`src/inc/pmr_consts.svh`:
```
// Constants for the power monitor result register bank.
// Assumes inclusion by bare name from the package and the design.
`ifndef PMR_CONSTS_SVH
`define PMR_CONSTS_SVH
`define PMR_NUM_CH       3'd4
`define PMR_ADDR_W       8
`define PMR_ACC_W        56
`define PMR_RES_W        16
`define PMR_PWR_W        30
`define PMR_CNT_W        32
`define PMR_BUS_MSB_W    14
`define PMR_OFF_ACC      8'h03
`define PMR_OFF_BUS      8'h07
`define PMR_OFF_SENSE    8'h0b
`define PMR_OFF_END      8'h0f
`define PMR_RESET_VAL    56'h00_0000_0000_0000
`endif

```
`src/inc/pmr_pkg.sv`:
```
// Types for the power monitor result register bank.
// Assumes pmr_consts.svh is on the include path.
`include "pmr_consts.svh"
package pmr_pkg;
  typedef enum logic [1:0] {
    PMR_SEL_POWER = 2'b01,
    PMR_SEL_SENSE = 2'b10,
    PMR_SEL_BUS   = 2'b11
  } pmr_sel_t;
  typedef logic [`PMR_ACC_W-1:0] pmr_acc_t;
  typedef logic [`PMR_RES_W-1:0] pmr_res_t;
  typedef struct packed {
    pmr_acc_t [3:0]              acc;
    pmr_res_t [3:0]              bus;
    pmr_res_t [3:0]              sense;
    logic [3:0][`PMR_PWR_W-1:0]  power;
    logic [3:0][`PMR_CNT_W-1:0]  count;
    logic [`PMR_ACC_W-1:0]       rdata;
  } pmr_state_t;
endpackage

```
`src/rtl/pmr_result_bank.sv`:
```
// Result register bank: latest bus and sense samples, power products and
// 56-bit accumulators per channel, read by the management interface.
// Assumes conversions arrive as one-cycle strobes with ranges held steady.
// What this block does
// - Each active channel keeps a 56-bit accumulator summing power products.
// - An accumulation select makes it sum sense or bus samples instead.
// - The accumulator reads unsigned when both ranges are unipolar, else signed.
// - Power is computed from signed values and shown unsigned only if both unipolar.
// - Power arithmetic keeps all 18 sense bits but only the 14 upper bus bits.
// - The latest bus sample of each channel is held in a 16-bit register.
// - The latest sense sample of each channel is held in a 16-bit register.
// - One register per channel, accumulators, bus then sense at consecutive addresses.
// - A per-channel count grows each time a value is summed.
// - Power is bits 33:4 of the 14 upper bus bits times the sense value.
`timescale 1ns/1ps
`default_nettype none
`include "pmr_consts.svh"
module pmr_result_bank (
  // Clock and reset
  input  wire logic                    ref_clk,
  input  wire logic                    rst,
  // Conversion results, one strobe per sample
  input  wire logic                    conv_valid,
  input  wire logic [1:0]              conv_ch,
  input  wire logic [17:0]             conv_bus_raw,
  input  wire logic [17:0]             conv_sense_raw,
  // Configuration
  input  wire logic [3:0]              ch_active,
  input  wire logic [3:0]              bus_bipolar,
  input  wire logic [3:0]              sense_bipolar,
  input  wire logic [3:0][1:0]         acc_select,
  // Register read and write port
  input  wire logic                    reg_rd,
  input  wire logic                    reg_wr,
  input  wire logic [`PMR_ADDR_W-1:0]  reg_addr,
  input  wire logic [`PMR_ACC_W-1:0]   reg_wdata,
  output logic      [`PMR_ACC_W-1:0]   reg_rdata,
  output logic                         reg_hit,
  // Accumulation counts and power products
  output logic [3:0][`PMR_CNT_W-1:0]   accumulation_count,
  output logic [3:0][`PMR_PWR_W-1:0]   power_product
);
  pmr_pkg::pmr_state_t st;
  pmr_pkg::pmr_state_t next_st;

  // Raw samples carry two extra fraction bits; only the sense ones are kept through the product
  function automatic logic [`PMR_RES_W-1:0] report(input logic [17:0] raw);
    report = raw[17:2];
  endfunction

  // Index within a block of four consecutive registers
  function automatic logic in_block(input logic [7:0] a, input logic [7:0] b);
    in_block = (a >= b) && (a < b + 8'h04);
  endfunction

  logic                      bip;
  logic signed [15:0]        bus_top;
  // One spare bit so a unipolar 18-bit sense sample keeps every bit
  logic signed [18:0]        sense_s;
  logic signed [34:0]        prod_s;
  logic [`PMR_PWR_W-1:0]     prod_r;
  logic [`PMR_ACC_W-1:0]     addend;
  logic [1:0]                idx;

  always_comb begin
    next_st = st;
    bip = bus_bipolar[conv_ch] | sense_bipolar[conv_ch];
    // Signed math on both operands, extra sense bits kept
    bus_top = $signed({2'b00, conv_bus_raw[17:4]});
    if (bus_bipolar[conv_ch]) begin
      bus_top = $signed({conv_bus_raw[17], conv_bus_raw[17:4], 1'b0}) >>> 1;
    end
    sense_s = sense_bipolar[conv_ch]
              ? $signed({conv_sense_raw[17], conv_sense_raw})
              : $signed({1'b0, conv_sense_raw});
    prod_s = bus_top * sense_s;
    prod_r = prod_s[33:4];
    if (!bip && prod_s[34]) begin
      prod_r = '0;
    end
    addend = bip ? {{26{prod_r[29]}}, prod_r} : {26'h0, prod_r};
    case (acc_select[conv_ch])
      2'b10: addend = bip ? {{40{conv_sense_raw[17]}}, report(conv_sense_raw)}
                          : {40'h0, report(conv_sense_raw)};
      2'b11: addend = bip ? {{40{conv_bus_raw[17]}}, report(conv_bus_raw)}
                          : {40'h0, report(conv_bus_raw)};
      default: ;
    endcase
    if (conv_valid && ch_active[conv_ch]) begin
      next_st.bus[conv_ch]   = report(conv_bus_raw);
      next_st.sense[conv_ch] = report(conv_sense_raw);
      next_st.power[conv_ch] = prod_r;
      next_st.acc[conv_ch]   = st.acc[conv_ch] + addend;
      next_st.count[conv_ch] = st.count[conv_ch] + 32'h0000_0001;
    end
    // Writes never touch the results
    next_st.rdata = '0;
    idx = reg_addr[1:0] + 2'b01;
    if (in_block(reg_addr, `PMR_OFF_ACC)) begin
      next_st.rdata = st.acc[idx];
    end else if (in_block(reg_addr, `PMR_OFF_BUS)) begin
      next_st.rdata = {40'h0, st.bus[reg_addr[1:0] + 2'b01]};
    end else if (in_block(reg_addr, `PMR_OFF_SENSE)) begin
      next_st.rdata = {40'h0, st.sense[reg_addr[1:0] + 2'b01]};
    end
  end

  always_ff @(posedge ref_clk) begin
    if (rst) begin
      st <= '0;
    end else begin
      st <= next_st;
    end
  end

  assign reg_rdata          = st.rdata;
  assign reg_hit            = reg_rd && (reg_addr >= `PMR_OFF_ACC)
                              && (reg_addr < `PMR_OFF_END);
  assign accumulation_count = st.count;
  assign power_product      = st.power;
endmodule
`default_nettype wire

```
`config.mk`:
```
export PLATFORM = sky130hd
export DESIGN_NAME = pmr_result_bank
export DESIGN_NICKNAME = d
export VERILOG_FILES = /design/src/inc/pmr_pkg.sv /design/src/rtl/pmr_result_bank.sv
export VERILOG_INCLUDE_DIRS = /design/src /design/src/inc
export SDC_FILE = /design/constraint.sdc
export NUM_CORES = 2
export LEC_CHECK = 0
export CAP_MARGIN = 20
export CORE_UTILIZATION = 30
export CTS_CLUSTER_SIZE = 25
export DETAILED_ROUTE_END_ITERATION = 8
export DONT_BUFFER_PORTS = 1
export HOLD_SLACK_MARGIN = 0.02
export SLEW_MARGIN = 20
export SYNTH_ARGS = -nofsm -noshare
export SYNTH_HDL_FRONTEND = slang
export SYNTH_SLANG_ARGS = --single-unit
export TNS_END_PERCENT = 30
```
`constraint.sdc`:
```
create_clock -name ref_clk -period 29.8 [get_ports ref_clk]
set_input_delay 5.96 -clock ref_clk [delete_from_list [all_inputs] [get_ports ref_clk]]
set_output_delay 5.96 -clock ref_clk [all_outputs]
set_load 0.01 [all_outputs]
```
=== Yosys cells after proc, flatten, opt, wreduce, memory -nomap -nowiden ===
Index checks and enable logic that the tools add are counted.

* Bits in latches: 0
* Logic and storage cells: 87
* Output and inout bits: 305
* Memories kept: 0
* ROM bits: 0
* Bits of input ports: 127
* Register bits: 656
* RAM bits: 0

* Add/sub/neg operators: 3
* $lt $le $gt $ge: 9
* Bitwise logic cells: 1
* Equal/unequal tests: 2
* Shift-type cells: 0
* Multiplexer cells: 41
* Div/mod/pow operators: 0
* Multiply operators: 1
* Reductions and logical operators: 9

{| class="wikitable"
|+ Operators by type and width
! cell !! number
|-
| $mux W56 || 7
|-
| $bmux W56 S2 || 2
|-
| $bwmux W224 || 1
|-
| $bwmux W128 || 1
|-
| $bwmux W64 || 2
|-
| $bwmux W120 || 1
|-
| $demux W56 S2 || 1
|-
| $pmux W56 S2 || 1
|-
| $mux W16 || 6
|-
| $bmux W16 S2 || 2
|-
| $bmux W32 S2 || 1
|-
| $demux W32 S2 || 1
|-
| $mux W32 || 2
|-
| $demux W30 S2 || 1
|-
| $mux W30 || 2
|-
| $add A56 B56 Y56 || 1
|-
| $mul A16 B19 Y35 || 1
|-
| $add A32 B1 Y32 const B || 1
|-
| $demux W16 S2 || 1
|-
| $mux W19 || 1
|-
| $lt A8 B4 Y1 const B || 2
|-
| $ge A8 B2 Y1 const B || 1
|-
| $ge A8 B3 Y1 const B || 1
|-
| $ge A8 B4 Y1 const B || 1
|-
| other kinds (12) || 25
|}

=== Longest topological paths before layout ===
* Word-level depth: 10
* Mapped depth: 43
* Mapped depth without buffers: 37

=== Least setup slack after synthesis ===
OpenSTA, ideal clock, no wires.

* Path kind: input port to flip-flop
* From: input conv_ch[1]
* To: register st[541] (netlist bit)
* Required time: 29,663 ps
* Library setup time: 137 ps
* Arrival: 15,377 ps
* Setup slack: 14,286 ps
* Path buffers: 6
* Stages on the path: 38
* Cell sequence: buf_4 buf_6 buf_6 mux4_2 buf_2 nand2_1 clkbuf_1 nor2_1 fa_1 inv_1 fa_1 fa_1 fa_1 inv_1 fa_1 inv_1 fa_1 inv_1 (+2 left out) and2_1 a22o_1 or3_1 o21ai_1 or3b_1 nand3_1 ha_1 buf_2 and3_1 nand3_1 nor3_1 nand3_1 a2111oi_2 a2111oi_2 o31ai_2 o21ai_0 a31oi_1 a211oi_1

* Word-level cells in the longest chain between the ends: 10
* Elaborated cells between the ends (all ways): 31
* Classes of those cells: 1 x add/sub; 1 x mul; 2 x order compare; 2 x eq/ne; 20 x mux; 1 x bitwise; 4 x reduce/logical

{| class="wikitable"
|+ RTL lines
! what !! line !! RTL
|-
| start: declaration || pmr_result_bank.sv:24 || <nowiki>input wire logic [1:0] conv_ch,</nowiki>
|-
| $bmux W1 S2, on equally long branches || pmr_result_bank.sv:67, pmr_result_bank.sv:70, pmr_result_bank.sv:73 ||
|-
| $mux W1, on equally long branches || pmr_result_bank.sv:67, pmr_result_bank.sv:70, pmr_result_bank.sv:73 ||
|-
| $mux W16, or another cell as far along || pmr_result_bank.sv:70 || <nowiki>if (bus_bipolar[conv_ch]) begin</nowiki>
|-
| $mul A16 B19 Y35 or $logic_not A1 Y1 (tied branches) || pmr_result_bank.sv:76, pmr_result_bank.sv:78 ||
|-
| $logic_and A1 B1 Y1 || pmr_result_bank.sv:78 || <nowiki>if (!bip && prod_s[34]) begin</nowiki>
|-
| $mux W30 || pmr_result_bank.sv:78 ||
|-
| $mux W56 || pmr_result_bank.sv:81 || <nowiki>addend = bip ? {{26{prod_r[29]}}, prod_r} : {26'h0, prod_r};</nowiki>
|-
| $pmux W56 S2 || pmr_result_bank.sv:82 || <nowiki>case (acc_select[conv_ch])</nowiki>
|-
| $add A56 B56 Y56 || pmr_result_bank.sv:93 || <nowiki>next_st.acc[conv_ch] = st.acc[conv_ch] + addend;</nowiki>
|-
| $bwmux W224 || pmr_result_bank.sv:93 ||
|-
| end signal: assignment || pmr_result_bank.sv:112 || <nowiki>st <= next_st;</nowiki>
|-
| end: declaration || pmr_result_bank.sv:43 || <nowiki>pmr_pkg::pmr_state_t st;</nowiki>
|}

Parallel ways exist; a longest one is shown, timed or not. The select of a mux whose other input is x is not followed.
A chain may end at the register's enable or synchronous reset.

=== Final worst setup path ===
* From: input conv_ch[0]
* To: register st[597] (netlist bit)

Same word-level chain as after synthesis.

==> summary.txt <==
Outcome
  – Outcome: finished with violations
  – Failing checks: max-slew violations

Floorplan
  – Io pins: approximately 430
  – Die Height: approximately 380 um
  – Initial core utilization: 30.2%
  – Row count: 140
  – Core area: between 0.1 and 0.15 mm^2
  – Die area: 0.148 mm^2
  – Die X: between 300 and 400 um

Clocking
  – Hold Buf Count CTS: 0
  – CTS tree: built
  – Clk root buf: clkbuf_16
  – Total CTS buffers: between 70 and 80
  – Quantity of gates resized following cts: 0
  – Clock sinks: ~660
  – Clock buffer depth: 3
  – Worst-Skew Late Latency: roughly 670 ps
  – Worst-path clk slew: roughly 60 ps
  – Post-CTS setup buffer count: 0
  – Clock H-tree levels: 3

Place
  – Post-DP HPWL: ~93000 um
  – Gp weighted congestion: 0.877
  – Port bufs: 0
  – Dpl cell area: 0.0431 mm^2
  – Placed cell count: a little over 6000

Worst setup path
  – Most common cell on crit path: fa_1
  – Worst reg-to-reg setup slack: approximately 26000 ps
  – Worst path buffer plus inverter count: 4
  – Crit path capture type: flip-flop
  – Critical path class: in -> reg
  – Data arrival, critical path: 17700 ps
  – Top Family by Delay on Critical Path: compound AO/OA/AOI/OAI gates
  – Worst setup path start: conv_ch[0]
  – R2r startpoint: st[600]
  – R2R Path End: st[598]
  – Crit path to: st[597]
  – Slowest stage delay, CP: approximately 850 ps
  – Instance count on the critical path: 34
  – Worst EP required: 30260 ps
  – Crit path launch type: input port
  – Slowest-stage cell, CP: xor2_1
  – CP Max Fanout: a little over 100
  – R2r worst-path depth: 13

Route
  – Routed via count: roughly 33000
  – Routed wire length: between 100000 and 150000 um
  – Drt initial violations: 2411
  – Routed vias/inst: 5.19
  – Avg WL per Cell: between 20 and 25 um
  – DRT Pass-1 Iters: 5
  – Residual DRC: 0
  – Number of routed nets with antenna violations: 0

Cells and area
  – FILL cells: 15000
  – Register Area: 0.0131 mm^2
  – Final #Nets: about 4900
  – Fin area: between 0.04 and 0.05 mm^2
  – Final Non-Filler Cells: ~6300
  – Layout area overhead: 3.92%
  – Multi-input logic area: 0.0258 mm^2
  – Layout cells sized above 1: 8.52%

Global route
  – Antenna violations before repair: 6
  – GRT Max-Usage Layer: met2
  – Largest net degree at the start of global routing: around 520
  – Global-route track usage on met3: between 4 and 5%
  – GRT Total Usage: a little under a fifth
  – First-pass GRT wire length: 206000 um
  – Met2 global-route usage: 30.8%
  – GRT overflow: 0
  – GR Layer Usage met1: between 20 and 25%
  – Vias in the first global route: between 30000 and 40000

Synthesis
  – Post-synth EDFFs: 0
  – Netlist cell types: 76
  – Yosys reg bits: 656
  – Seq/Total Area, Yosys: approximately 30%
  – Post-Syn Nets: approximately 5500
  – Mapped Area: around 0.044 mm^2
  – Top_reg_cell synth: dfxtp_1
  – Syn avg cell area: 9.01 um^2
  – Post-synthesis cell count: 4877
  – Synth warnings: 0
  – Fraction of registers with async set/reset: 0%

STA
  – Worst slew pin tran: around 1900 ps
  – Slew Viols, Final: 260
  – Slew headroom: -23.4%
  – Min cycle time layout: 17240 ps
  – Fmax: around 58 MHz
  – Final setup vio count: 0
  – Period utilisation layout: between 50% and 60%
  – Final hold vios: 0
  – RSZ-0062 raised after global routing: no
  – Total negative slack: 0 ps
  – Hold_ws: 453 ps
  – Final Skew: between 30 and 40 ps

Worst hold path
  – Min-Delay Path Class: reg -> reg
  – Hold path cells: 2

Job
  – Maxcap violations: 0
final cells by class:
type,instances,area share (%)
inverters,384,3.16
multi-input cells,3203,56.6
clock inverters,36,1.04
diodes,1,0.00548
repair buffers,38,0.625
clock buffers,97,4.56
flip-flops and latches,656,28.8
well taps,1917,5.25
flip-flops by register name, summed over array words and instances (netlist names):
| name | cells |
|---|---|
| st | 352 |
| accumulation_count | 128 |
| power_product | 120 |
| reg_rdata | 56 |
worst min-delay path, delay by kind of cell, from the launching register on:
family,cells,cell delay [ps]
DFF,1,310
and+or+nand+nor,1,50
AOI/OAI and AO/OA,1,50
cell usage after synthesis, types with 17 or more instances:
| master | number | area [um^2] |
|---|---|---|
| and2_1 | 119 | 744 |
| nand3b_1 | 24 | 180 |
| nand4_1 | 18 | 113 |
| ha_1 | 141 | 1760 |
| nand2_1 | 898 | 3370 |
| a211oi_1 | 153 | 1150 |
| inv_1 | 384 | 1440 |
| a21o_1 | 30 | 225 |
| a22oi_1 | 19 | 143 |
| xor2_1 | 37 | 324 |
| dfxtp_1 | 656 | 13100 |
| nor2_1 | 237 | 890 |
| buf_4 | 307 | 2300 |
| nand3_1 | 44 | 220 |
| a21oi_1 | 412 | 2060 |
| mux2i_1 | 22 | 220 |
| fa_1 | 306 | 6130 |
| nor2b_1 | 48 | 300 |
| and3_1 | 37 | 231 |
| mux4_2 | 179 | 4030 |
| clkbuf_1 | 285 | 1070 |
| nor3_1 | 24 | 120 |
| xnor2_1 | 74 | 648 |
| buf_2 | 21 | 105 |
| a22o_1 | 117 | 1020 |
| o21a_1 | 17 | 128 |
| o21ai_0 | 87 | 435 |
through the flow:
step / setup slack (ps) / utilization, %
4_1_cts: 12790 / 31.4
5_1_grt: 12070 / 31.4
6_report: 12560 / 31.4
3_5_place_dp: 12070 / 29.6
2_1_floorplan: 14290 / -
3_3_place_gp: 12070 / 29.6
worst min-delay path by stage:
stage	startpoint	endpoint	slack [ps]
after floorplan	st[352]	st[352]	430
after global placement	st[348]	st[348]	440
after detailed placement	st[366]	st[366]	450
after CTS	st[366]	st[366]	450
after global routing	st[373]	st[373]	470
final	st[404]	st[404]	450
kinds of logic after synthesis:
logic type / synth area share (%)
XOR/XNOR: 2.21
AND/OR/NAND/NOR: 15.2
adder cells (fa/ha/maj): 18.0
AO/OA/AOI/OAI: 13.5
flip-flops: 29.9
buffers and inverters: 11.5
multiplexers: 9.76
metal layers:
| metal | vias up | share of wire, % | wire [um] |
|---|---|---|---|
| met2 | 1119 | 48 | 65500 |
| met4 | 8 | 3.5 | 4810 |
| met3 | 219 | 7.9 | 10800 |
| li1 | 15000 | - | - |
| met1 | 16500 | 41 | 55700 |
| met5 | - | 0.037 | 51 |
layout by cell type (no fill, tap or decap), types with 76 or more instances in the layout:
cell type  synthesis  routed
and2_1           119     119
dfxtp_1          656     656
a22o_1           117     117
ha_1             141     140
nor2_1           237     233
fa_1             306     306
nand2_1          898     898
mux4_2           179     179
o21ai_0           87      87
inv_1            384     384
a211oi_1         153     153
clkbuf_16          0      76
a21oi_1          412     412
Power is not shown: default switching activity piles up to over one toggle a cycle in this logic, so the estimate is an artifact.
